===== src/core/afe_aux_defs.svh =====
// Register offsets, field positions, reset values and timing counts of the auxiliary control bank.
// Assumes inclusion by bare name from the package file; the design modules use its macros without including it.
`ifndef AFE_AUX_DEFS_SVH
`define AFE_AUX_DEFS_SVH

`define OFS_DRIVE_NEG_SELECT   8'h0e
`define OFS_LEADOFF_POS_SENSE  8'h0f
`define OFS_LEADOFF_NEG_SENSE  8'h10
`define OFS_LEADOFF_CUR_DIR    8'h11
`define OFS_LEADOFF_POS_STATUS 8'h12
`define OFS_LEADOFF_NEG_STATUS 8'h13
`define OFS_GENERAL_IO_PORT    8'h14
`define OFS_PACER_SELECT       8'h15
`define OFS_BREATHING_CONTROL  8'h16
`define OFS_CONVERSION_MISC    8'h17

`define RST_ZERO8              8'h00
`define RST_GENERAL_IO         8'h0f
`define RST_BREATHING          8'h01
`define RST_IO_DIR4            4'hf

`define BREATH_MODE_NONE       2'h0
`define BREATH_MODE_EXT        2'h1
`define BREATH_MODE_ALT        2'h3

`define PACER_WMASK            8'h1f
`define BREATH_WMASK           8'h1f
`define CONV_WMASK             8'hee

`define CHAN_MASK_FOUR         8'h0f
`define CHAN_MASK_SIX          8'h3f
`define CHAN_MASK_EIGHT        8'hff

`define BREATH_CLK_HZ          2048000
`define BREATH_BASE_HZ         64000
`define CORE_CLK_HZ            20000000
`define BREATH_SUBSTEPS        16
`define BREATH_DIV_BITS        10

`endif


===== src/core/afe_aux_pkg.sv =====
// Types shared by the auxiliary control bank.
// Assumes afe_aux_defs.svh is on the include path.
`include "afe_aux_defs.svh"

package afe_aux_pkg;

  typedef enum logic [2:0]
  {
    bus_idle_type_st  = 3'b001,
    bus_setup_type_st = 3'b010,
    bus_access_type_st = 3'b100
  } bus_state_type;

  typedef enum logic [1:0]
  {
    variant_four_type  = 2'h0,
    variant_six_type   = 2'h1,
    variant_eight_type = 2'h2
  } variant_type;

endpackage : afe_aux_pkg


===== src/core/channel_route_mux.sv =====
// Routes one of four channel pacer signals to a pacer output.
// Assumes channel signals are synchronous to core_clk.
`timescale 1ns/10ps

module channel_route_mux
(
  // Clock and reset
  input  wire logic       core_clk,
  input  wire logic       reset_n,
  // Selection
  input  wire logic [1:0] route_select,
  input  wire logic       route_enable,
  input  wire logic [3:0] channel_in,
  // Result
  output logic            route_out
);

  logic route_ff;

  always_ff @(posedge core_clk or negedge reset_n)
  begin
    if (!reset_n)
      route_ff <= 1'b0;
    else
      route_ff <= route_enable & channel_in[route_select];
  end

  assign route_out = route_ff;

endmodule : channel_route_mux


===== src/core/breathing_phase_gen.sv =====
// Generates the two demodulation drive signals with programmable frequency and phase.
// Assumes core_clk at 20 MHz; the drive frequency base is derived from core_clk and the nominal 64 kHz.
`timescale 1ns/10ps

module breathing_phase_gen
  import afe_aux_pkg::*;
(
  // Clock and reset
  input  wire logic       core_clk,
  input  wire logic       reset_n,
  // Controls
  input  wire logic       gen_enable,
  input  wire logic [2:0] frequency_code,
  input  wire logic [2:0] phase_code,
  input  wire logic       full_rate,
  // Drive outputs
  output logic            drive_ref,
  output logic            drive_shift
);

  localparam int unsigned STEP_CYCLES = `CORE_CLK_HZ / (`BREATH_BASE_HZ * `BREATH_SUBSTEPS);

  typedef struct packed
  {
    logic [`BREATH_DIV_BITS-1:0] tick_cnt;
    logic [11:0]                 phase_acc;
    logic                        ref_out;
    logic                        shift_out;
  } gen_state_type;

  gen_state_type cur_ff;
  gen_state_type nxt_cur;
  logic [3:0]    pos;
  logic [3:0]    offs;
  logic [3:0]    shifted;

  always_comb
  begin
    nxt_cur = cur_ff;
    pos     = cur_ff.phase_acc[frequency_code +: 4];
    // Programmed phase only at the two top rates and highest sample rate
    offs    = (frequency_code <= 3'h1 && full_rate) ? 4'(phase_code + 3'h1) : 4'h8;
    shifted = 4'(pos - offs);
    if (!gen_enable)
    begin
      nxt_cur = '0;
    end
    else if (cur_ff.tick_cnt == `BREATH_DIV_BITS'(STEP_CYCLES - 1))
    begin
      nxt_cur.tick_cnt  = '0;
      nxt_cur.phase_acc = 12'(cur_ff.phase_acc + 12'h1);
    end
    else
    begin
      nxt_cur.tick_cnt = `BREATH_DIV_BITS'(cur_ff.tick_cnt + 1'b1);
    end
    nxt_cur.ref_out   = gen_enable & ~pos[3];
    nxt_cur.shift_out = gen_enable & ~shifted[3];
  end

  always_ff @(posedge core_clk or negedge reset_n)
  begin
    if (!reset_n)
      cur_ff <= '0;
    else
      cur_ff <= nxt_cur;
  end

  assign drive_ref   = cur_ff.ref_out;
  assign drive_shift = cur_ff.shift_out;

endmodule : breathing_phase_gen


===== src/core/afe_auxiliary_control_regs.sv =====
// APB slave holding the auxiliary control and status registers of the front-end.
// Assumes APB signals synchronous to core_clk; analog status inputs already synchronous.
//
// Notes on behaviour
// - Set drive-negative-select bit adds that channel's negative input to leg drive.
// - Channels five, six absent on four-channel; seven, eight absent on four/six.
// - Positive sense bit enables lead-off detection on that channel's positive input.
// - Negative sense bit enables lead-off detection on that channel's negative input.
// - Current direction bit reverses lead-off excitation current on that channel.
// - Status registers are read-only; one means lead-off, zero lead-on by default.
// - Reading io data returns actual pin levels in any direction.
// - Writing io data sets driven level only on output pins.
// - Direction bit zero means output, one input; input after reset.
// - Breathing modes 01 and 11 take io pins two to four away.
// - Even pacer field routes channel two, four, six or eight to output two.
// - Odd pacer field routes channel one, three, five or seven to output one.
// - Pacer bit zero turns pacer buffer on; off after reset.
// - Breathing phase field offsets pin four from three in 22.5 degree steps.
// - Breathing phase acts only at the highest sample rate.
// - Breathing mode 00 none, 01 external by default; others not applicable.
// - Frequency field halves from 64 kHz down to 500 Hz per code.
// - Conversion bit three selects single-shot, else continuous after reset.
// - Conversion bit two closes central terminal to leg drive connection.
// - Conversion bit one enables lead-off comparators; disabled after reset.
`timescale 1ns/10ps

module afe_auxiliary_control_regs
  import afe_aux_pkg::*;
#(
  parameter variant_type VARIANT = variant_eight_type
)
(
  // Clock and reset
  input  wire logic        core_clk,
  input  wire logic        reset_n,
  // APB slave
  input  wire logic        psel,
  input  wire logic        penable,
  input  wire logic        pwrite,
  input  wire logic [31:0] paddr,
  input  wire logic [31:0] pwdata,
  input  wire logic [3:0]  pstrb,
  output logic [31:0]      prdata,
  output logic             pready,
  output logic             pslverr,
  // Analog side status
  input  wire logic [7:0]  leadoff_pos_flags,
  input  wire logic [7:0]  leadoff_neg_flags,
  input  wire logic [7:0]  pacer_channel_flags,
  input  wire logic        full_rate,
  // General io pins
  input  wire logic [3:0]  io_pin_in,
  output logic [3:0]       io_pin_out,
  output logic [3:0]       io_pin_oe,
  // Analog side controls
  output logic [7:0]       right_leg_drive_neg_en,
  output logic [7:0]       leadoff_pos_en,
  output logic [7:0]       leadoff_neg_en,
  output logic [7:0]       leadoff_flip_en,
  output logic             pacer_output_one,
  output logic             pacer_output_two,
  output logic             pacer_buffer_on,
  output logic             single_shot_mode,
  output logic             central_terminal_to_drive,
  output logic             leadoff_comparator_on
);

  typedef struct packed
  {
    bus_state_type bus_st;
    logic [31:0]   rdata;
    logic          ready;
    logic          slverr;
    logic [7:0]    drive_neg_select;
    logic [7:0]    leadoff_pos_sense;
    logic [7:0]    leadoff_neg_sense;
    logic [7:0]    leadoff_current_direction;
    logic [7:0]    leadoff_pos_status;
    logic [7:0]    leadoff_neg_status;
    logic [3:0]    io_pin_level;
    logic [3:0]    io_pin_direction;
    logic [1:0]    pacer_even_select;
    logic [1:0]    pacer_odd_select;
    logic          pacer_buffer_on;
    logic [2:0]    breathing_phase;
    logic [1:0]    breathing_mode;
    logic [2:0]    breathing_frequency;
    logic          single_shot;
    logic          central_terminal_to_drive;
    logic          leadoff_comparator_on;
    logic [3:0]    pin_out;
    logic [3:0]    pin_oe;
  } regs_state_type;

  regs_state_type cur_ff;
  regs_state_type nxt_cur;

  logic [7:0] chan_mask;
  logic [7:0] wbyte;
  logic [7:0] rbyte;
  logic       hit;
  logic       wr_now;
  logic       pins_taken;
  logic       drive_ref;
  logic       drive_shift;
  logic       pace_one;
  logic       pace_two;
  logic [3:0] odd_chans;
  logic [3:0] even_chans;
  wire logic [7:0] reg_idx = paddr[9:2];  // One register per word: byte address is four times the index

  ////////////////////////////////////////////////////////////////////////////
  // Variant channel mask

  always_comb
  begin
    if (VARIANT == variant_four_type)
      chan_mask = `CHAN_MASK_FOUR;
    else if (VARIANT == variant_six_type)
      chan_mask = `CHAN_MASK_SIX;
    else
      chan_mask = `CHAN_MASK_EIGHT;
  end

  assign pins_taken = (cur_ff.breathing_mode == `BREATH_MODE_EXT) ||
                      (cur_ff.breathing_mode == `BREATH_MODE_ALT);

  ////////////////////////////////////////////////////////////////////////////
  // Register read mux

  always_comb
  begin
    hit   = 1'b1;
    rbyte = 8'h00;
    if (reg_idx == `OFS_DRIVE_NEG_SELECT)
      rbyte = cur_ff.drive_neg_select;
    else if (reg_idx == `OFS_LEADOFF_POS_SENSE)
      rbyte = cur_ff.leadoff_pos_sense;
    else if (reg_idx == `OFS_LEADOFF_NEG_SENSE)
      rbyte = cur_ff.leadoff_neg_sense;
    else if (reg_idx == `OFS_LEADOFF_CUR_DIR)
      rbyte = cur_ff.leadoff_current_direction;
    else if (reg_idx == `OFS_LEADOFF_POS_STATUS)
      rbyte = cur_ff.leadoff_pos_status;
    else if (reg_idx == `OFS_LEADOFF_NEG_STATUS)
      rbyte = cur_ff.leadoff_neg_status;
    else if (reg_idx == `OFS_GENERAL_IO_PORT)
      rbyte = {io_pin_in, cur_ff.io_pin_direction};
    else if (reg_idx == `OFS_PACER_SELECT)
      rbyte = {3'h0, cur_ff.pacer_even_select, cur_ff.pacer_odd_select, cur_ff.pacer_buffer_on};
    else if (reg_idx == `OFS_BREATHING_CONTROL)
      rbyte = {3'h0, cur_ff.breathing_phase, cur_ff.breathing_mode};
    else if (reg_idx == `OFS_CONVERSION_MISC)
      rbyte = {cur_ff.breathing_frequency, 1'b0, cur_ff.single_shot,
               cur_ff.central_terminal_to_drive, cur_ff.leadoff_comparator_on, 1'b0};
    else
      hit = 1'b0;
  end

  assign wbyte  = pwdata[7:0];
  assign wr_now = psel && penable && pwrite && pstrb[0] && hit && paddr[31:10] == 22'h0 && paddr[1:0] == 2'h0;

  ////////////////////////////////////////////////////////////////////////////
  // Next state

  always_comb
  begin
    nxt_cur        = cur_ff;
    nxt_cur.ready  = 1'b0;
    nxt_cur.slverr = 1'b0;
    case (cur_ff.bus_st)
      bus_idle_type_st:
      begin
        if (psel && !penable)
          nxt_cur.bus_st = bus_setup_type_st;
      end
      bus_setup_type_st:
      begin
        // One wait state: answer registered at the end of the first access cycle
        if (psel && penable)
        begin
          nxt_cur.bus_st = bus_access_type_st;
          nxt_cur.ready  = 1'b1;
          nxt_cur.slverr = !hit || paddr[31:10] != 22'h0 || paddr[1:0] != 2'h0 ||
                           (pwrite && (reg_idx == `OFS_LEADOFF_POS_STATUS ||
                                       reg_idx == `OFS_LEADOFF_NEG_STATUS));
          nxt_cur.rdata  = (nxt_cur.slverr || pwrite) ? 32'h0 : {24'h0, rbyte};
        end
        else if (!psel)
          nxt_cur.bus_st = bus_idle_type_st;
      end
      bus_access_type_st:
      begin
        nxt_cur.rdata  = 32'h0;
        nxt_cur.bus_st = (psel && !penable) ? bus_setup_type_st : bus_idle_type_st;
        if (wr_now && !cur_ff.slverr)
        begin
          if (reg_idx == `OFS_DRIVE_NEG_SELECT)
            nxt_cur.drive_neg_select = wbyte & chan_mask;
          else if (reg_idx == `OFS_LEADOFF_POS_SENSE)
            nxt_cur.leadoff_pos_sense = wbyte & chan_mask;
          else if (reg_idx == `OFS_LEADOFF_NEG_SENSE)
            nxt_cur.leadoff_neg_sense = wbyte & chan_mask;
          else if (reg_idx == `OFS_LEADOFF_CUR_DIR)
            nxt_cur.leadoff_current_direction = wbyte & chan_mask;
          else if (reg_idx == `OFS_GENERAL_IO_PORT)
          begin
            nxt_cur.io_pin_direction = wbyte[3:0];
            // Output pins take the new level; input pins keep the old one
            nxt_cur.io_pin_level = (wbyte[7:4] & ~cur_ff.io_pin_direction) |
                                   (cur_ff.io_pin_level & cur_ff.io_pin_direction);
          end
          else if (reg_idx == `OFS_PACER_SELECT)
          begin
            nxt_cur.pacer_even_select = wbyte[4:3];
            nxt_cur.pacer_odd_select  = wbyte[2:1];
            nxt_cur.pacer_buffer_on   = wbyte[0];
          end
          else if (reg_idx == `OFS_BREATHING_CONTROL)
          begin
            nxt_cur.breathing_phase = wbyte[4:2];
            nxt_cur.breathing_mode  = wbyte[1:0];
          end
          else if (reg_idx == `OFS_CONVERSION_MISC)
          begin
            nxt_cur.breathing_frequency       = wbyte[7:5];
            nxt_cur.single_shot               = wbyte[3];
            nxt_cur.central_terminal_to_drive = wbyte[2];
            nxt_cur.leadoff_comparator_on     = wbyte[1];
          end
        end
      end
      default:
      begin
        nxt_cur.bus_st = bus_idle_type_st;
      end
    endcase
    // Status snapshots follow the comparators, masked to channels present
    nxt_cur.leadoff_pos_status = leadoff_pos_flags & chan_mask;
    nxt_cur.leadoff_neg_status = leadoff_neg_flags & chan_mask;
    // Pins two to four belong to the breathing drive in modes 01 and 11
    nxt_cur.pin_oe  = ~cur_ff.io_pin_direction;
    nxt_cur.pin_out = cur_ff.io_pin_level & ~cur_ff.io_pin_direction;
    if (pins_taken)
    begin
      nxt_cur.pin_oe[3:1]  = 3'h7;
      nxt_cur.pin_out[1]   = 1'b0;
      nxt_cur.pin_out[2]   = drive_ref;
      nxt_cur.pin_out[3]   = drive_shift;
    end
  end

  always_ff @(posedge core_clk or negedge reset_n)
  begin
    if (!reset_n)
    begin
      cur_ff                  <= '0;
      cur_ff.bus_st           <= bus_idle_type_st;
      cur_ff.io_pin_direction <= `RST_IO_DIR4;
      cur_ff.breathing_mode   <= 2'(`RST_BREATHING);
    end
    else
      cur_ff <= nxt_cur;
  end

  ////////////////////////////////////////////////////////////////////////////
  // Breathing drive and pacer routing

  breathing_phase_gen u_breathing
  (
    .core_clk       (core_clk),
    .reset_n        (reset_n),
    .gen_enable     (pins_taken),
    .frequency_code (cur_ff.breathing_frequency),
    .phase_code     (cur_ff.breathing_phase),
    .full_rate      (full_rate),
    .drive_ref      (drive_ref),
    .drive_shift    (drive_shift)
  );

  assign odd_chans  = {pacer_channel_flags[6], pacer_channel_flags[4], pacer_channel_flags[2], pacer_channel_flags[0]};
  assign even_chans = {pacer_channel_flags[7], pacer_channel_flags[5], pacer_channel_flags[3], pacer_channel_flags[1]};

  channel_route_mux u_pace_odd
  (
    .core_clk     (core_clk),
    .reset_n      (reset_n),
    .route_select (cur_ff.pacer_odd_select),
    .route_enable (cur_ff.pacer_buffer_on),
    .channel_in   (odd_chans),
    .route_out    (pace_one)
  );

  channel_route_mux u_pace_even
  (
    .core_clk     (core_clk),
    .reset_n      (reset_n),
    .route_select (cur_ff.pacer_even_select),
    .route_enable (cur_ff.pacer_buffer_on),
    .channel_in   (even_chans),
    .route_out    (pace_two)
  );

  ////////////////////////////////////////////////////////////////////////////
  // Outputs

  assign prdata                    = cur_ff.rdata;
  assign pready                    = cur_ff.ready;
  assign pslverr                   = cur_ff.slverr;
  assign io_pin_out                = cur_ff.pin_out;
  assign io_pin_oe                 = cur_ff.pin_oe;
  assign right_leg_drive_neg_en    = cur_ff.drive_neg_select;
  assign leadoff_pos_en            = cur_ff.leadoff_pos_sense;
  assign leadoff_neg_en            = cur_ff.leadoff_neg_sense;
  assign leadoff_flip_en           = cur_ff.leadoff_current_direction;
  assign pacer_output_one          = pace_one;
  assign pacer_output_two          = pace_two;
  assign pacer_buffer_on           = cur_ff.pacer_buffer_on;
  assign single_shot_mode          = cur_ff.single_shot;
  assign central_terminal_to_drive = cur_ff.central_terminal_to_drive;
  assign leadoff_comparator_on     = cur_ff.leadoff_comparator_on;

  ////////////////////////////////////////////////////////////////////////////
  // Assertions

  a_status_follows_flags: assert property (@(posedge core_clk) disable iff (!reset_n)
    ##1 cur_ff.leadoff_pos_status == ($past(leadoff_pos_flags) & chan_mask))
    else $error("positive status does not follow flags");

  a_status_readonly_err: assert property (@(posedge core_clk) disable iff (!reset_n)
    psel && !penable && pwrite && reg_idx == `OFS_LEADOFF_POS_STATUS ##1 psel && penable |=> pslverr)
    else $error("status write not refused");

  a_io_input_kept: assert property (@(posedge core_clk) disable iff (!reset_n)
    pready && psel && pwrite && reg_idx == `OFS_GENERAL_IO_PORT && !pslverr && pstrb[0]
    |=> ((cur_ff.io_pin_level ^ $past(cur_ff.io_pin_level)) & $past(cur_ff.io_pin_direction)) == 4'h0)
    else $error("input pin level changed by write");

  a_io_dir_oe: assert property (@(posedge core_clk) disable iff (!reset_n)
    !pins_taken && $stable(cur_ff.io_pin_direction) |=> io_pin_oe == ~$past(cur_ff.io_pin_direction))
    else $error("pin enable does not follow direction");

  a_pins_taken: assert property (@(posedge core_clk) disable iff (!reset_n)
    pins_taken |=> io_pin_oe[3:1] == 3'h7)
    else $error("breathing pins not taken over");

  a_pace_odd_route: assert property (@(posedge core_clk) disable iff (!reset_n)
    cur_ff.pacer_buffer_on |=> pacer_output_one == $past(odd_chans[cur_ff.pacer_odd_select]))
    else $error("odd pacer route wrong");

  a_pace_even_route: assert property (@(posedge core_clk) disable iff (!reset_n)
    cur_ff.pacer_buffer_on |=> pacer_output_two == $past(even_chans[cur_ff.pacer_even_select]))
    else $error("even pacer route wrong");

  a_pace_off_quiet: assert property (@(posedge core_clk) disable iff (!reset_n)
    !cur_ff.pacer_buffer_on [*2] |-> !pacer_output_one && !pacer_output_two)
    else $error("pacer output active with buffer off");

  a_variant_mask: assert property (@(posedge core_clk) disable iff (!reset_n)
    (right_leg_drive_neg_en & ~chan_mask) == 8'h00)
    else $error("absent channel bit set");

  a_ready_pulse: assert property (@(posedge core_clk) disable iff (!reset_n)
    psel && !penable ##1 psel && penable |=> pready ##1 !pready)
    else $error("ready timing wrong");

endmodule : afe_auxiliary_control_regs


===== config.mk =====
export PLATFORM = sky130hd
export DESIGN_NAME = afe_auxiliary_control_regs
export DESIGN_NICKNAME = d
export VERILOG_FILES = /design/src/core/afe_aux_pkg.sv /design/src/core/channel_route_mux.sv /design/src/core/breathing_phase_gen.sv /design/src/core/afe_auxiliary_control_regs.sv
export VERILOG_INCLUDE_DIRS = /design/src /design/src/core
export SDC_FILE = /design/constraint.sdc
export NUM_CORES = 1
export LEC_CHECK = 0
export ABC_AREA = 1
export BUFFER_PORTS_ARGS = -buffer_cell sky130_fd_sc_hd__buf_2
export CORE_AREA = 2 2 129 100
export DETAILED_ROUTE_END_ITERATION = 8
export DIE_AREA = 0 0 131 102
export MAX_ROUTING_LAYER = met4
export PLACE_DENSITY = 0.82
export SLEW_MARGIN = 0
export SYNTH_ARGS = -nofsm -noshare
export SYNTH_HDL_FRONTEND = slang
export SYNTH_HIERARCHICAL = 1
export SYNTH_SLANG_ARGS = --single-unit

===== constraint.sdc =====
create_clock -name core_clk -period 3.7 [get_ports core_clk]
set_clock_uncertainty 0.1 [all_clocks]
set_input_delay 0.555 -clock core_clk [delete_from_list [all_inputs] [get_ports core_clk]]
set_output_delay 0.555 -clock core_clk [all_outputs]
set_load 0.005 [all_outputs]

==> impl_metrics.yaml <==
floorplan:
  core_um2: 12000
  die_x_um: 131
  chipHeight_um: 102
  die_area_um2: 13400
  rows: 35
  num_io_pins: 182
  start_util_pct: 54.0
final_layout:
  drive_gt1_share_pct: 23.4
  final_nets: 1010
  area_growth_syn_to_layout_pct: 14.4
  utilization_pct: 61.8
  regArea_um2: 2960
  multi_input_area_um2: 2600
  fillers: 1027
power_and_ir_drop:
  power_density_nw_per_um2: 421
  total_power_mw: 3.13
  power.leakage_nw: 3.85
  ir_drop_uv: 354
route:
  routedWlPerCell_um: 15.3
  top_layer: "met4"
  met3RoutedLength_mm: 1.84
  firstDrtPassIters: 5
  routed-wl-met2_mm: 7.06
  vias: 5678
  route.antenna.remaining_nets: 0
  drc: 0
  drt-total-wl_mm: 16.5
  avgViaCountPerCell: 5.25
  drt_iter0_markers: 585
  wl_met1_mm: 7.39
synth:
  netlist_instances: 812
  yosys_warnings: 6
  synth_cell_types: 46
  synth_seq_area_share_pct: 45.5
  synth.ff_latch_count: 118
  avgSynthCellArea_um2: 8.01
  syn_area_um2: 6510
global_route:
  grt_max_degree: 69
  grt_pass1_wl_mm: 25.8
  antenna_found_initial: 1
  grt_pass1_vias: 5011
  grt_overflow: 0
  track_usage_pct: 26.5
clock_network:
  clock_latency_ps: 410
  ctsHoldBuffers: 0
  cts_buffers: 17
  cts_max_level: 4
  root_buffer: "clkbuf_16"
  cts_resized: 0
  cts_buffer_depth: 2
  clk_pin_slew_ps: 60
  cts.sinks: 118
  cts_setup_buffers: 0
  cts_tree: "built"
sta:
  setup_violations: 0
  max_slew.worst_pin.slew_ps: 882
  slew_viol_final: 0
  max_slew_margin_pct: 41.2
  period_share_pct: 70.5
  fin_crit_ps: 2610
  whs_ps: 147
  hold_viol: 0
  rsz0062_at_grt: "no"
  setup_tns_ps: 0
  max_freq_ghz: 0.383
worst_setup_path:
  path_class: "reg -> reg"
  cp.arrival_ps: 2800
  critPathLaunchType: "flip-flop"
  crit_fanout: 14
  worst-endpoint-required_ps: 3890
  cp-end-kind: "flip-flop"
run:
  max_cap_violations: 0
min_path:
  hp-class: "in -> reg"
outcome:
  status: "finished clean"
placed_design:
  dp_hpwl_mm: 12.1
  io_buffers: 130
  gp_congestion: 0.953
## flip-flops by register name, summed over array words and instances, names as in the netlist, 4 cells and up
signal                  cells
cur_ff                     39
io_pin_oe                   4
io_pin_out                  4
leadoff_flip_en             8
leadoff_neg_en              8
leadoff_pos_en              8
prdata                      8
right_leg_drive_neg_en      8
u_breathing/cur_ff         21
## metal layers
layer  up-vias  GRT usage [%]
li1       2723              -
met1      2614           37.2
met2       319           37.8
met3        22           7.85
met4         0           6.87
met5         -              -
## path summary, 6_finish.rpt
path	depth (start not counted)	slack, ps	from	to
setup / recovery	10	1090	cur_ff[11]	u_breathing/drive_shift
setup reg to reg	10	1090	cur_ff[11]	u_breathing/drive_shift
hold / removal	1	150	leadoff_pos_flags[7]	cur_ff[47]
min in group asynchronous	1	160	reset_n	u_breathing/cur_ff[7]
max in group asynchronous	2	2550	reset_n	cur_ff[114]
hold reg to reg	2	340	u_breathing/drive_ref	io_pin_out[2]
## critical path, stage by stage (launching register included)
cell      delay (ps)
dfrtp_1          610
inv_2            170
o21ai_0          240
nor2_1           100
a211oi_1         330
ha_1             310
a21o_1           190
nor2_1           220
nand3_1          110
nand2_1           60
nor2_1            40
## synthesized netlist by cell type, drive strengths merged
cell     instances  area share (%)
nand2          210              13
clkinv           1           0.058
inv            100             5.8
a21oi           22             1.9
dfstp            6             2.4
and2             1            0.13
o21ai           84             7.0
dfrtp          112              43
nand4           20             2.2
a211oi           1            0.12
nor4             1            0.33
a31oi            1           0.096
nor3            18             1.7
xor2             2            0.27
o22ai           11             1.1
and3             2            0.21
or2              3            0.29
ha               6             1.2
a21o             1            0.12
nor2            66             4.3
o211ai           1            0.12
o2111ai          1            0.13
nand3b           2            0.23
o21bai           2            0.23
nand3           53             4.2
buf             82              10
clkbuf           2            0.12
conb             1           0.058
## metrics by stage
stage	instance area, um2	cells	worst slack (ps)
floorplan	6590	835	1760
global placement	6830	1049	1280
detailed placement	6830	1049	1240
CTS	7440	1081	1160
global route	7440	1082	969
finish	7440	1082	1090
## placed cells by master (no fill, tap or decap), drive strengths merged, types with 2 or more instances in the layout
cell,count
nand2,210
buf,132
dfrtp,112
inv,103
o21ai,84
nor2,66
nand3,53
conb,24
a21oi,22
nand4,20
clkbuf,19
nor3,18
o22ai,11
clkinv,7
dfstp,6
ha,6
or2,3
bufinv,3
nand3b,2
o21bai,2
xor2,2
and3,2
## kinds of logic after synthesis
| family | count (synthesis) | share of synthesized area (%) |
|---|---|---|
| AND/OR/NAND/NOR | 376 | 26.3 |
| buffers and inverters | 185 | 15.9 |
| AO/OA/AOI/OAI | 124 | 10.8 |
| flip-flops | 118 | 45.5 |
| adder cells (fa/ha/maj) | 6 | 1.15 |
| XOR/XNOR | 2 | 0.269 |
| other | 1 | 0.0576 |
## final cells by class
| class | count | share of cell area, % |
|---|---|---|
| clock buffers | 19 | 5.95 |
| well taps | 166 | 2.79 |
| inverters | 101 | 5.09 |
| clock inverters | 13 | 2.32 |
| flip-flops and latches | 118 | 39.8 |
| repair buffers | 132 | 9.14 |
| diodes | 1 | 0.0336 |
| multi-input cells | 532 | 34.9 |
## power by group
group          total (mW)  switching (mW)  internal (mW)
combinational       0.136          0.0918         0.0438
sequential           1.31         0.00405           1.30
clock                1.69           0.606           1.09
total                3.13           0.702           2.43
No activity file was read; power rests on OpenSTA's default activity.
